$ cat src/fwp_defs.vh
// constants for the flash write-protection block
`ifndef FWP_DEFS_VH
`define FWP_DEFS_VH

// register word addresses on the plain register port
`define FWP_REG_STATUS   4'h0
`define FWP_REG_PROT     4'h1
`define FWP_REG_ADDR     4'h2
`define FWP_REG_DATA     4'h3
`define FWP_REG_PWD_LO   4'h4
`define FWP_REG_PWD_HI   4'h5
`define FWP_REG_CMD      4'h6
`define FWP_REG_UNIT     4'h7

// status register fields
`define FWP_ST_WEL       0
`define FWP_ST_BP_LSB    1
`define FWP_ST_BP_MSB    4
`define FWP_ST_QE        5
`define FWP_ST_SWD       6

// protection state register fields
`define FWP_PR_LOCK      0
`define FWP_PR_PWDMODE   1
`define FWP_PR_LOC       2
`define FWP_PR_REFUSED   3
`define FWP_PR_PROT      4

// unit word fields
`define FWP_UN_PPB       0
`define FWP_UN_DYB       1
`define FWP_UN_PROT      2
`define FWP_UN_IDX_LSB   3
`define FWP_UN_IDX_MSB   12

// command codes written to the command register
`define FWP_CMD_WRITE_ENABLE_INSTRUCTION     4'h1
`define FWP_CMD_WRDI     4'h2
`define FWP_CMD_PPB_PGM  4'h3
`define FWP_CMD_PPB_ERS  4'h4
`define FWP_CMD_DYB_WR   4'h5
`define FWP_CMD_LOCK_CLR 4'h6
`define FWP_CMD_UNLOCK   4'h7
`define FWP_CMD_PWD_PGM  4'h8
`define FWP_CMD_PWD_SEL  4'h9
`define FWP_CMD_LOC_TOP  4'ha
`define FWP_CMD_ARRAY    4'hb

// protection unit layout
`define FWP_UNITS        542
`define FWP_SMALL_BLKS   9'h002
`define FWP_TOP_BLK      9'h1fe
`define FWP_TOP_UNIT     10'h1fe
`define FWP_BLK_OFFSET   10'h01e
`define FWP_BP_ALL       4'ha
`define FWP_ARRAY_BLKS   10'h200

// reset and factory values
`define FWP_PWD_FACTORY  64'hffffffffffffffff

`endif

$ cat src/fwp_protect.v
// write-protection logic of a serial flash: pins, bits, lock, password
//
// Behaviour
// swd and low pin lock status bits
// no write enable latch, command ignored
// protected if either scheme protects
// host uses only one scheme
// persistent or dynamic bit zero blocks unit
// lock bit zero refuses persistent changes
// persistent bits start erased, unprotected
// persistent mode: lock set after reset
// lock-clear command clears lock bit
// persistent mode: nothing sets lock again
// password mode: lock cleared after reset
// hidden permanent 64-bit password
// matching password unlock sets lock bit
// unlock repeatable after lock cleared
// otp bit chooses lock management mode
// 542 units: 32 sectors, 510 blocks
// bottom layout: units 0..31 small sectors
// location 0 top, 1 bottom
// program one persistent bit, erase all
// dynamic bits volatile, freely changed
// protected target leaves array unchanged
//
// Design decisions made here: the register offsets and the plain strobed port.
`timescale 1ns/1ns
`include "fwp_defs.vh"

module fwp_protect (
  input  wire        clk,          // device clock
  input  wire        reset_n,      // hardware reset, active low
  input  wire        wp_n,         // write-protect pin, active low
  input  wire        factory_init, // puts non-volatile cells in shipped state
  input  wire [3:0]  addr,         // register word address
  input  wire [31:0] wdata,        // register write data
  input  wire        wr,           // register write strobe
  input  wire        rd,           // register read strobe
  output reg  [31:0] rdata,        // read data, cycle after rd
  output reg         array_go,     // pulse: array program/erase may run
  output reg         array_block   // pulse: array command refused
);

  // write-protect pin synchroniser
  reg         wp_meta;
  reg         wp_sync;

  // volatile control state
  reg         write_enable_latch;
  reg         swd;
  reg         qe;
  reg  [3:0]  bp;
  reg         lock;
  reg         init_done;
  reg         last_refused;
  reg         last_prot;
  reg  [24:0] op_addr;
  reg         dyb_val;
  reg  [63:0] pwd_in;

  // non-volatile cells, untouched by reset
  reg  [63:0] pwd_store;
  reg         pwd_mode;
  reg         loc;
  reg  [`FWP_UNITS-1:0] persistent_protection_bit;

  // volatile per-unit bits
  reg  [`FWP_UNITS-1:0] dynamic_protection_bit;

  // command decode
  wire        cmd_go;
  wire [3:0]  code;
  reg         need_wel;
  reg         cmd_ok;
  wire        st_go;
  wire        st_ok;
  wire        st_take;
  wire        cmd_take;
  wire        arr_cmd;

  // unit and protection lookup
  wire [8:0]  blk;
  wire [4:0]  sect;
  wire [9:0]  unit;
  wire [9:0]  bp_base;
  wire        prot_bp;
  wire        prot_asp;
  wire        prot;
  wire [9:0]  unit_bot;
  wire [9:0]  unit_top;

  // register read words
  reg  [31:0] status_word;
  reg  [31:0] prot_word;
  reg  [31:0] unit_word;

  // two flops before the pin is looked at
  always @(posedge clk or negedge reset_n) begin
    if (!reset_n) begin
      wp_meta <= 1'b1;
      wp_sync <= 1'b1;
    end else begin
      wp_meta <= wp_n;
      wp_sync <= wp_meta;
    end
  end

  // address to protection unit
  assign blk  = op_addr[24:16];
  assign sect = op_addr[16:12];

  // bottom layout: small sectors first, blocks moved up past them
  assign unit_bot = (blk < `FWP_SMALL_BLKS) ? {5'h00, sect}
                    : ({1'b0, blk} + `FWP_BLK_OFFSET);

  // top layout: blocks in order, small sectors take the last units
  assign unit_top = (blk < `FWP_TOP_BLK) ? {1'b0, blk}
                    : (`FWP_TOP_UNIT + {5'h00, sect});
  assign unit     = loc ? unit_bot : unit_top;

  // block-protect bits guard the top 2^(bp-1) blocks
  assign bp_base = `FWP_ARRAY_BLKS - (10'h001 << (bp - 4'h1));
  assign prot_bp = (bp != 4'h0) &&
                   ((bp >= `FWP_BP_ALL) || ({1'b0, blk} >= bp_base));

  // either per-unit bit at zero protects
  assign prot_asp = ~persistent_protection_bit[unit] | ~dynamic_protection_bit[unit];
  assign prot     = prot_bp | prot_asp;

  // strobes decoded from the register port
  assign cmd_go = wr && (addr == `FWP_REG_CMD);
  assign code   = wdata[3:0];
  assign st_go  = wr && (addr == `FWP_REG_STATUS);
  assign st_ok  = write_enable_latch && !(swd && !wp_sync);
  assign st_take  = st_go && st_ok;
  assign cmd_take = cmd_go && cmd_ok;
  assign arr_cmd  = cmd_go && (code == `FWP_CMD_ARRAY);

  // which commands need the latch and which may run
  always @* begin
    need_wel = 1'b1;
    cmd_ok   = 1'b0;
    case (code)
      `FWP_CMD_WRITE_ENABLE_INSTRUCTION: begin
        need_wel = 1'b0;
        cmd_ok   = 1'b1;
      end
      `FWP_CMD_WRDI: begin
        need_wel = 1'b0;
        cmd_ok   = 1'b1;
      end
      `FWP_CMD_UNLOCK: begin
        need_wel = 1'b0;
        cmd_ok   = pwd_mode && (pwd_in == pwd_store);
      end
      `FWP_CMD_PPB_PGM: cmd_ok = write_enable_latch && lock;
      `FWP_CMD_PPB_ERS: cmd_ok = write_enable_latch && lock;
      `FWP_CMD_DYB_WR:  cmd_ok = write_enable_latch;
      `FWP_CMD_LOCK_CLR: cmd_ok = write_enable_latch;
      `FWP_CMD_PWD_PGM: cmd_ok = write_enable_latch && !pwd_mode;
      `FWP_CMD_PWD_SEL: cmd_ok = write_enable_latch;
      `FWP_CMD_LOC_TOP: cmd_ok = write_enable_latch;
      `FWP_CMD_ARRAY:   cmd_ok = write_enable_latch && !prot;
      default: begin
        need_wel = 1'b0;
        cmd_ok   = 1'b0;
      end
    endcase
  end

  // array command outcome as one-cycle pulses
  always @(posedge clk or negedge reset_n) begin
    if (!reset_n) begin
      array_go    <= 1'b0;
      array_block <= 1'b0;
    end else begin
      array_go    <= arr_cmd && cmd_ok;
      array_block <= arr_cmd && !cmd_ok;
    end
  end

  // write enable latch: set by its command, spent by an accepted status write or accepted command that needs the latch
  always @(posedge clk or negedge reset_n) begin
    if (!reset_n)
      write_enable_latch <= 1'b0;
    else if (cmd_go && code == `FWP_CMD_WRITE_ENABLE_INSTRUCTION)
      write_enable_latch <= 1'b1;
    else if (cmd_go && code == `FWP_CMD_WRDI)
      write_enable_latch <= 1'b0;
    else if (st_take)
      write_enable_latch <= 1'b0;
    else if (cmd_take && need_wel)
      write_enable_latch <= 1'b0;
  end

  // status bits, changed only when latch and pin allow it
  always @(posedge clk or negedge reset_n) begin
    if (!reset_n) begin
      swd <= 1'b0;
      qe  <= 1'b0;
      bp  <= 4'h0;
    end else if (st_take) begin
      bp  <= wdata[`FWP_ST_BP_MSB:`FWP_ST_BP_LSB];
      qe  <= wdata[`FWP_ST_QE];
      swd <= wdata[`FWP_ST_SWD];
    end
  end

  // outcome of the last status write or command, for software
  always @(posedge clk or negedge reset_n) begin
    if (!reset_n) begin
      last_refused <= 1'b0;
      last_prot    <= 1'b0;
    end else if (st_go) begin
      last_refused <= !st_ok;
    end else if (cmd_go) begin
      last_refused <= !cmd_ok;
      if (code == `FWP_CMD_ARRAY)
        last_prot <= prot;
    end
  end

  // lock bit: caught from the mode one cycle after release
  always @(posedge clk or negedge reset_n) begin
    if (!reset_n) begin
      init_done <= 1'b0;
      lock      <= 1'b1;
    end else if (!init_done) begin
      init_done <= 1'b1;
      lock      <= ~pwd_mode;
    end else if (cmd_go && cmd_ok) begin
      if (code == `FWP_CMD_LOCK_CLR)
        lock <= 1'b0;
      else if (code == `FWP_CMD_UNLOCK)
        lock <= 1'b1;
    end
  end

  // operand registers written by software
  always @(posedge clk or negedge reset_n) begin
    if (!reset_n) begin
      op_addr <= 25'h0000000;
      dyb_val <= 1'b1;
      pwd_in  <= 64'h0000000000000000;
    end else if (wr) begin
      case (addr)
        `FWP_REG_ADDR:   op_addr      <= wdata[24:0];
        `FWP_REG_DATA:   dyb_val      <= wdata[0];
        `FWP_REG_PWD_LO: pwd_in[31:0] <= wdata;
        `FWP_REG_PWD_HI: pwd_in[63:32] <= wdata;
        default:         op_addr      <= op_addr;
      endcase
    end
  end

  // one-time cells: password, mode select, parameter location
  always @(posedge clk) begin
    if (factory_init) begin
      pwd_store <= `FWP_PWD_FACTORY;
      pwd_mode  <= 1'b0;
      loc       <= 1'b1;
    end else if (cmd_go && cmd_ok) begin
      case (code)
        `FWP_CMD_PWD_PGM: pwd_store <= pwd_store & pwd_in;
        `FWP_CMD_PWD_SEL: pwd_mode  <= 1'b1;
        `FWP_CMD_LOC_TOP: loc       <= 1'b0;
        default:          loc       <= loc;
      endcase
    end
  end

  // per-unit persistent and dynamic bits
  genvar i;
  generate
    for (i = 0; i < `FWP_UNITS; i = i + 1) begin : g_unit
      // persistent: program singly, erase all together
      always @(posedge clk) begin
        if (factory_init)
          persistent_protection_bit[i] <= 1'b1;
        else if (cmd_go && cmd_ok && code == `FWP_CMD_PPB_ERS)
          persistent_protection_bit[i] <= 1'b1;
        else if (cmd_go && cmd_ok && code == `FWP_CMD_PPB_PGM &&
                 unit == i)
          persistent_protection_bit[i] <= 1'b0;
      end

      // dynamic: volatile, unprotected after reset
      always @(posedge clk or negedge reset_n) begin
        if (!reset_n)
          dynamic_protection_bit[i] <= 1'b1;
        else if (cmd_go && cmd_ok && code == `FWP_CMD_DYB_WR &&
                 unit == i)
          dynamic_protection_bit[i] <= dyb_val;
      end
    end
  endgenerate

  // status word from its fields
  always @* begin
    status_word                                = 32'h00000000;
    status_word[`FWP_ST_WEL]                   = write_enable_latch;
    status_word[`FWP_ST_BP_MSB:`FWP_ST_BP_LSB] = bp;
    status_word[`FWP_ST_QE]                    = qe;
    status_word[`FWP_ST_SWD]                   = swd;
  end

  // protection state word: lock, mode, layout and last outcome
  always @* begin
    prot_word                  = 32'h00000000;
    prot_word[`FWP_PR_LOCK]    = lock;
    prot_word[`FWP_PR_PWDMODE] = pwd_mode;
    prot_word[`FWP_PR_LOC]     = loc;
    prot_word[`FWP_PR_REFUSED] = last_refused;
    prot_word[`FWP_PR_PROT]    = last_prot;
  end

  // unit word: index of the addressed unit and its protection
  always @* begin
    unit_word                                  = 32'h00000000;
    unit_word[`FWP_UN_PPB]                     = persistent_protection_bit[unit];
    unit_word[`FWP_UN_DYB]                     = dynamic_protection_bit[unit];
    unit_word[`FWP_UN_PROT]                    = prot;
    unit_word[`FWP_UN_IDX_MSB:`FWP_UN_IDX_LSB] = unit;
  end

  // read data, one cycle after the strobe
  always @(posedge clk or negedge reset_n) begin
    if (!reset_n) begin
      rdata <= 32'h00000000;
    end else if (rd) begin
      case (addr)
        `FWP_REG_STATUS:
          rdata <= status_word;
        `FWP_REG_PROT:
          rdata <= prot_word;
        `FWP_REG_ADDR:
          rdata <= {7'h00, op_addr};
        `FWP_REG_DATA:
          rdata <= {31'h00000000, dyb_val};
        `FWP_REG_UNIT:
          rdata <= unit_word;
        default:
          rdata <= 32'h00000000;
      endcase
    end else begin
      rdata <= 32'h00000000;
    end
  end

endmodule // fwp_protect

$ cat config.mk
export PLATFORM = sky130hd
export DESIGN_NAME = fwp_protect
export DESIGN_NICKNAME = d
export VERILOG_FILES = /design/src/fwp_protect.v
export VERILOG_INCLUDE_DIRS = /design/src
export SDC_FILE = /design/constraint.sdc
export NUM_CORES = 2
export LEC_CHECK = 0
export ABC_AREA = 1
export BUFFER_PORTS_ARGS = -buffer_cell sky130_fd_sc_hd__buf_2
export CAP_MARGIN = 20
export CORE_MARGIN = 2
export CORE_UTILIZATION = 30
export DETAILED_ROUTE_END_ITERATION = 6
export PLACE_DENSITY_LB_ADDON = 0.12
export SLEW_MARGIN = 20
export SYNTH_ARGS = -nofsm -noshare
export SYNTH_HDL_FRONTEND = slang
export SYNTH_SLANG_ARGS = --single-unit
export TNS_END_PERCENT = 100
$ cat constraint.sdc
create_clock -name clk -period 9.4 [get_ports clk]
set_clock_uncertainty 0.15 [all_clocks]
set_input_delay 1.88 -clock clk [delete_from_list [all_inputs] [get_ports clk]]
set_output_delay 1.88 -clock clk [all_outputs]
set_load 0.02 [all_outputs]
==> flow_metrics.tcl <==
set metrics [dict create \
    grt_usage 0.240 \
    min_period_ps 7900 \
    syn_to_final_growth_pct 9.53 \
    drt-vias-per-instance 5.51 \
    ant_nets 0 \
    cts.sinks 1280 \
    slowest_delay_ps 680 \
    io_buffers 68 \
    status "complete, no violations" \
    cts-root-buf "clkbuf_16" \
    ctsResizeCount 0 \
    hold_buffers 0 \
    cpMostUsedCell "nand2_1" \
    slew_headroom 0.123 \
    ioPinCount 76 \
    syn_inst 10400 \
    syn_area_per_cell_um2 6.91 \
    slowest_stage "nand2_4" \
    die_w_um 494 \
    cts_buffer_depth 3 \
    finalCritPeriodShare 0.841 \
    grt_pass1_vias 70600 \
    grt_max_degree 215 \
    dp_slack_ps 1540 \
    final_max_slew_viol_count 0 \
    cts_setup_buffers 0 \
    grt_pass1_wl_um 456000 \
    clkTransAtPathRegs_ps 60 \
    hold_viol_final 0 \
    endpoint_kind "flip-flop" \
    synth_top_flop_cell "dfxtp_1" \
    arrival_ps 8430 \
    route.detailed.drc 0 \
    peakVddDrop_mv 0.157 \
    overflow 0 \
    power_density_nw_per_um2 212 \
    htreeDepth 4 \
    n_fill_cell 25900 \
    seq_area_frac_synth 0.412 \
    avgRoutedWirePerCell_um 22.9 \
    max_freq_mhz 127 \
    die_h_um 494 \
    min-delay-path-class "reg2reg" \
    firstDrtPassIters 6 \
    synth_most_common_cell "nand2_1" \
    yosysWarnings 0 \
    tightest_slew_ps 1320 \
    core_um2 238000 \
    nets 9946 \
    setup_tns_ps 0 \
    dp_hpwl_um 157000 \
    crit_fanout 202 \
    min_path_cells 0 \
    start_kind "flip-flop" \
    max_cap_viol_count 0 \
    synth_top_area_cell "nand2_1" \
    cts_tree "built" \
    rsz0062_at_grt "false" \
    setup_viol 0 \
    total_power_w 0.0167 \
    wirelength_um 301000 \
    drt_iter0_markers 6880 \
    clock_latency_ps 840 \
    drive_above_1_share 0.109 \
    start_util 0.302 \
    antenna_found_initial 8 \
    r2r_cells 30 \
    critPathRequiredTime_ps 9920 \
    synth_common_cells "nand2_1 (3993), nand4_1 (1703), dfxtp_1 (608)" \
    numCtsBuffers 162 \
    criticalPathCategory "reg2reg" \
    async_flop_share 0.525 \
    p_leak_nw 36.3 \
    die-area_um2 244000 \
    ys_top_cells_by_area "nand2_1 (21%), dfstp_2 (20%), dfxtp_1 (17%), nand4_1 (15%), dfrtp_1 (4.4%)" \
    vias 72400 \
    synth-seq-cells 1280 \
    synthDistinctLibCells 45 \
    layout_setup_ws_ps 1500 \
    synth_top_area_frac 0.208 \
    netlist_area_um2 72000 \
    gp_congestion 0.827 \
    placementRows 179 \
    synth_edf_count 0 \
]
-- area by class of cell --
type / instances / area [µm²] / share of cell area
Clock buffer: 268 / 4840 / 0.0614
Tap cell: 3167 / 3960 / 0.0502
Sequential cell: 1280 / 29700 / 0.376
Inverter: 593 / 2280 / 0.0289
Multi-Input combinational cell: 7552 / 35600 / 0.451
Timing Repair Buffer: 237 / 2170 / 0.0275
Antenna cell: 5 / 12.5 / 0.000159
Clock inverter: 36 / 365 / 0.00463
-- metal layers --
layer  wire, µm  vias to the layer above  track usage
met5         13                        -            0
met4       8730                        2       0.0756
met2     137000                     2385        0.388
met1     137000                    35700        0.329
met3      18000                      447       0.0341
li1           -                    33900            -
-- cell families after synthesis --
kind of cell	share of synthesized area
AO/OA/AOI/OAI	0.0446
XOR/XNOR	0.000608
adder cells (fa/ha/maj)	0.0136
buffers and inverters	0.0970
flip-flops	0.412
multiplexers	0.000156
other	0.000104
AND/OR/NAND/NOR	0.432
-- through the flow --
step,utilization,hold slack (ps),area (µm²),std cells
final,0.331,210,78900,13100
after detailed placement,0.309,201,73600,12800
after CTS,0.331,210,78800,13100
after global placement,0.309,196,73600,12800
after floorplan,-,195,72000,10400
after global routing,0.331,214,78900,13100
-- final timing paths --
kind	from	endpoint	slack (ps)
setup / recovery	op_addr[17]$_DFFE_PN0P_	persistent_protection_bit[478]$_SDFFE_PP1P_	1500
hold / removal	wp_meta$_DFF_PN1_	wp_sync$_DFF_PN1_	210
setup reg to reg	op_addr[17]$_DFFE_PN0P_	persistent_protection_bit[478]$_SDFFE_PP1P_	1500
hold reg to reg	wp_meta$_DFF_PN1_	wp_sync$_DFF_PN1_	210
max in group asynchronous	reset_n	dynamic_protection_bit[464]$_DFFE_PN1P_	6250
min in group asynchronous	reset_n	dynamic_protection_bit[26]$_DFFE_PN1P_	1260
-- critical path, delay by kind of cell (launching register included) --
kind | cells | cell delay, ps
and+or+nand+nor | 22 | 4100
adders and majority gates | 1 | 220
DFF | 1 | 430
AOI/OAI and AO/OA | 2 | 730
buffers and inverters | 5 | 1520
-- power breakdown --
| part | leakage (nW) | total, W | switching (W) | internal (W) |
|---|---|---|---|---|
| logic | 21.6 | 0.00476 | 0.00391 | 0.000855 |
| registers | 12.1 | 0.00568 | 0.000103 | 0.00558 |
| clock network | 2.55 | 0.00627 | 0.00265 | 0.00363 |
| total | 36.3 | 0.0167 | 0.00666 | 0.0101 |
-- cells in the final DEF (no fill, tap or decap), drive strengths merged, types with 17 or more instances in the layout --
master / count
dfxtp: 608
a21oi: 48
nand4: 1703
dfstp: 546
nor3: 472
o21ai: 470
nor4: 17
inv: 585
nand3: 114
ha: 78
nor2: 470
nand2: 3999
dfrtp: 126
nand3b: 73
clkinv: 39
buf: 237
o22ai: 26
o211ai: 35
clkbuf: 268
-- state kept, by name (all words and copies together), names as in the netlist, 4 cells and up --
name,cells
bp,4
dynamic_protection_bit,542
op_addr,25
persistent_protection_bit,542
pwd_in,64
pwd_store,64
rdata,25
Note: power is estimated with default switching activity, not from simulation.
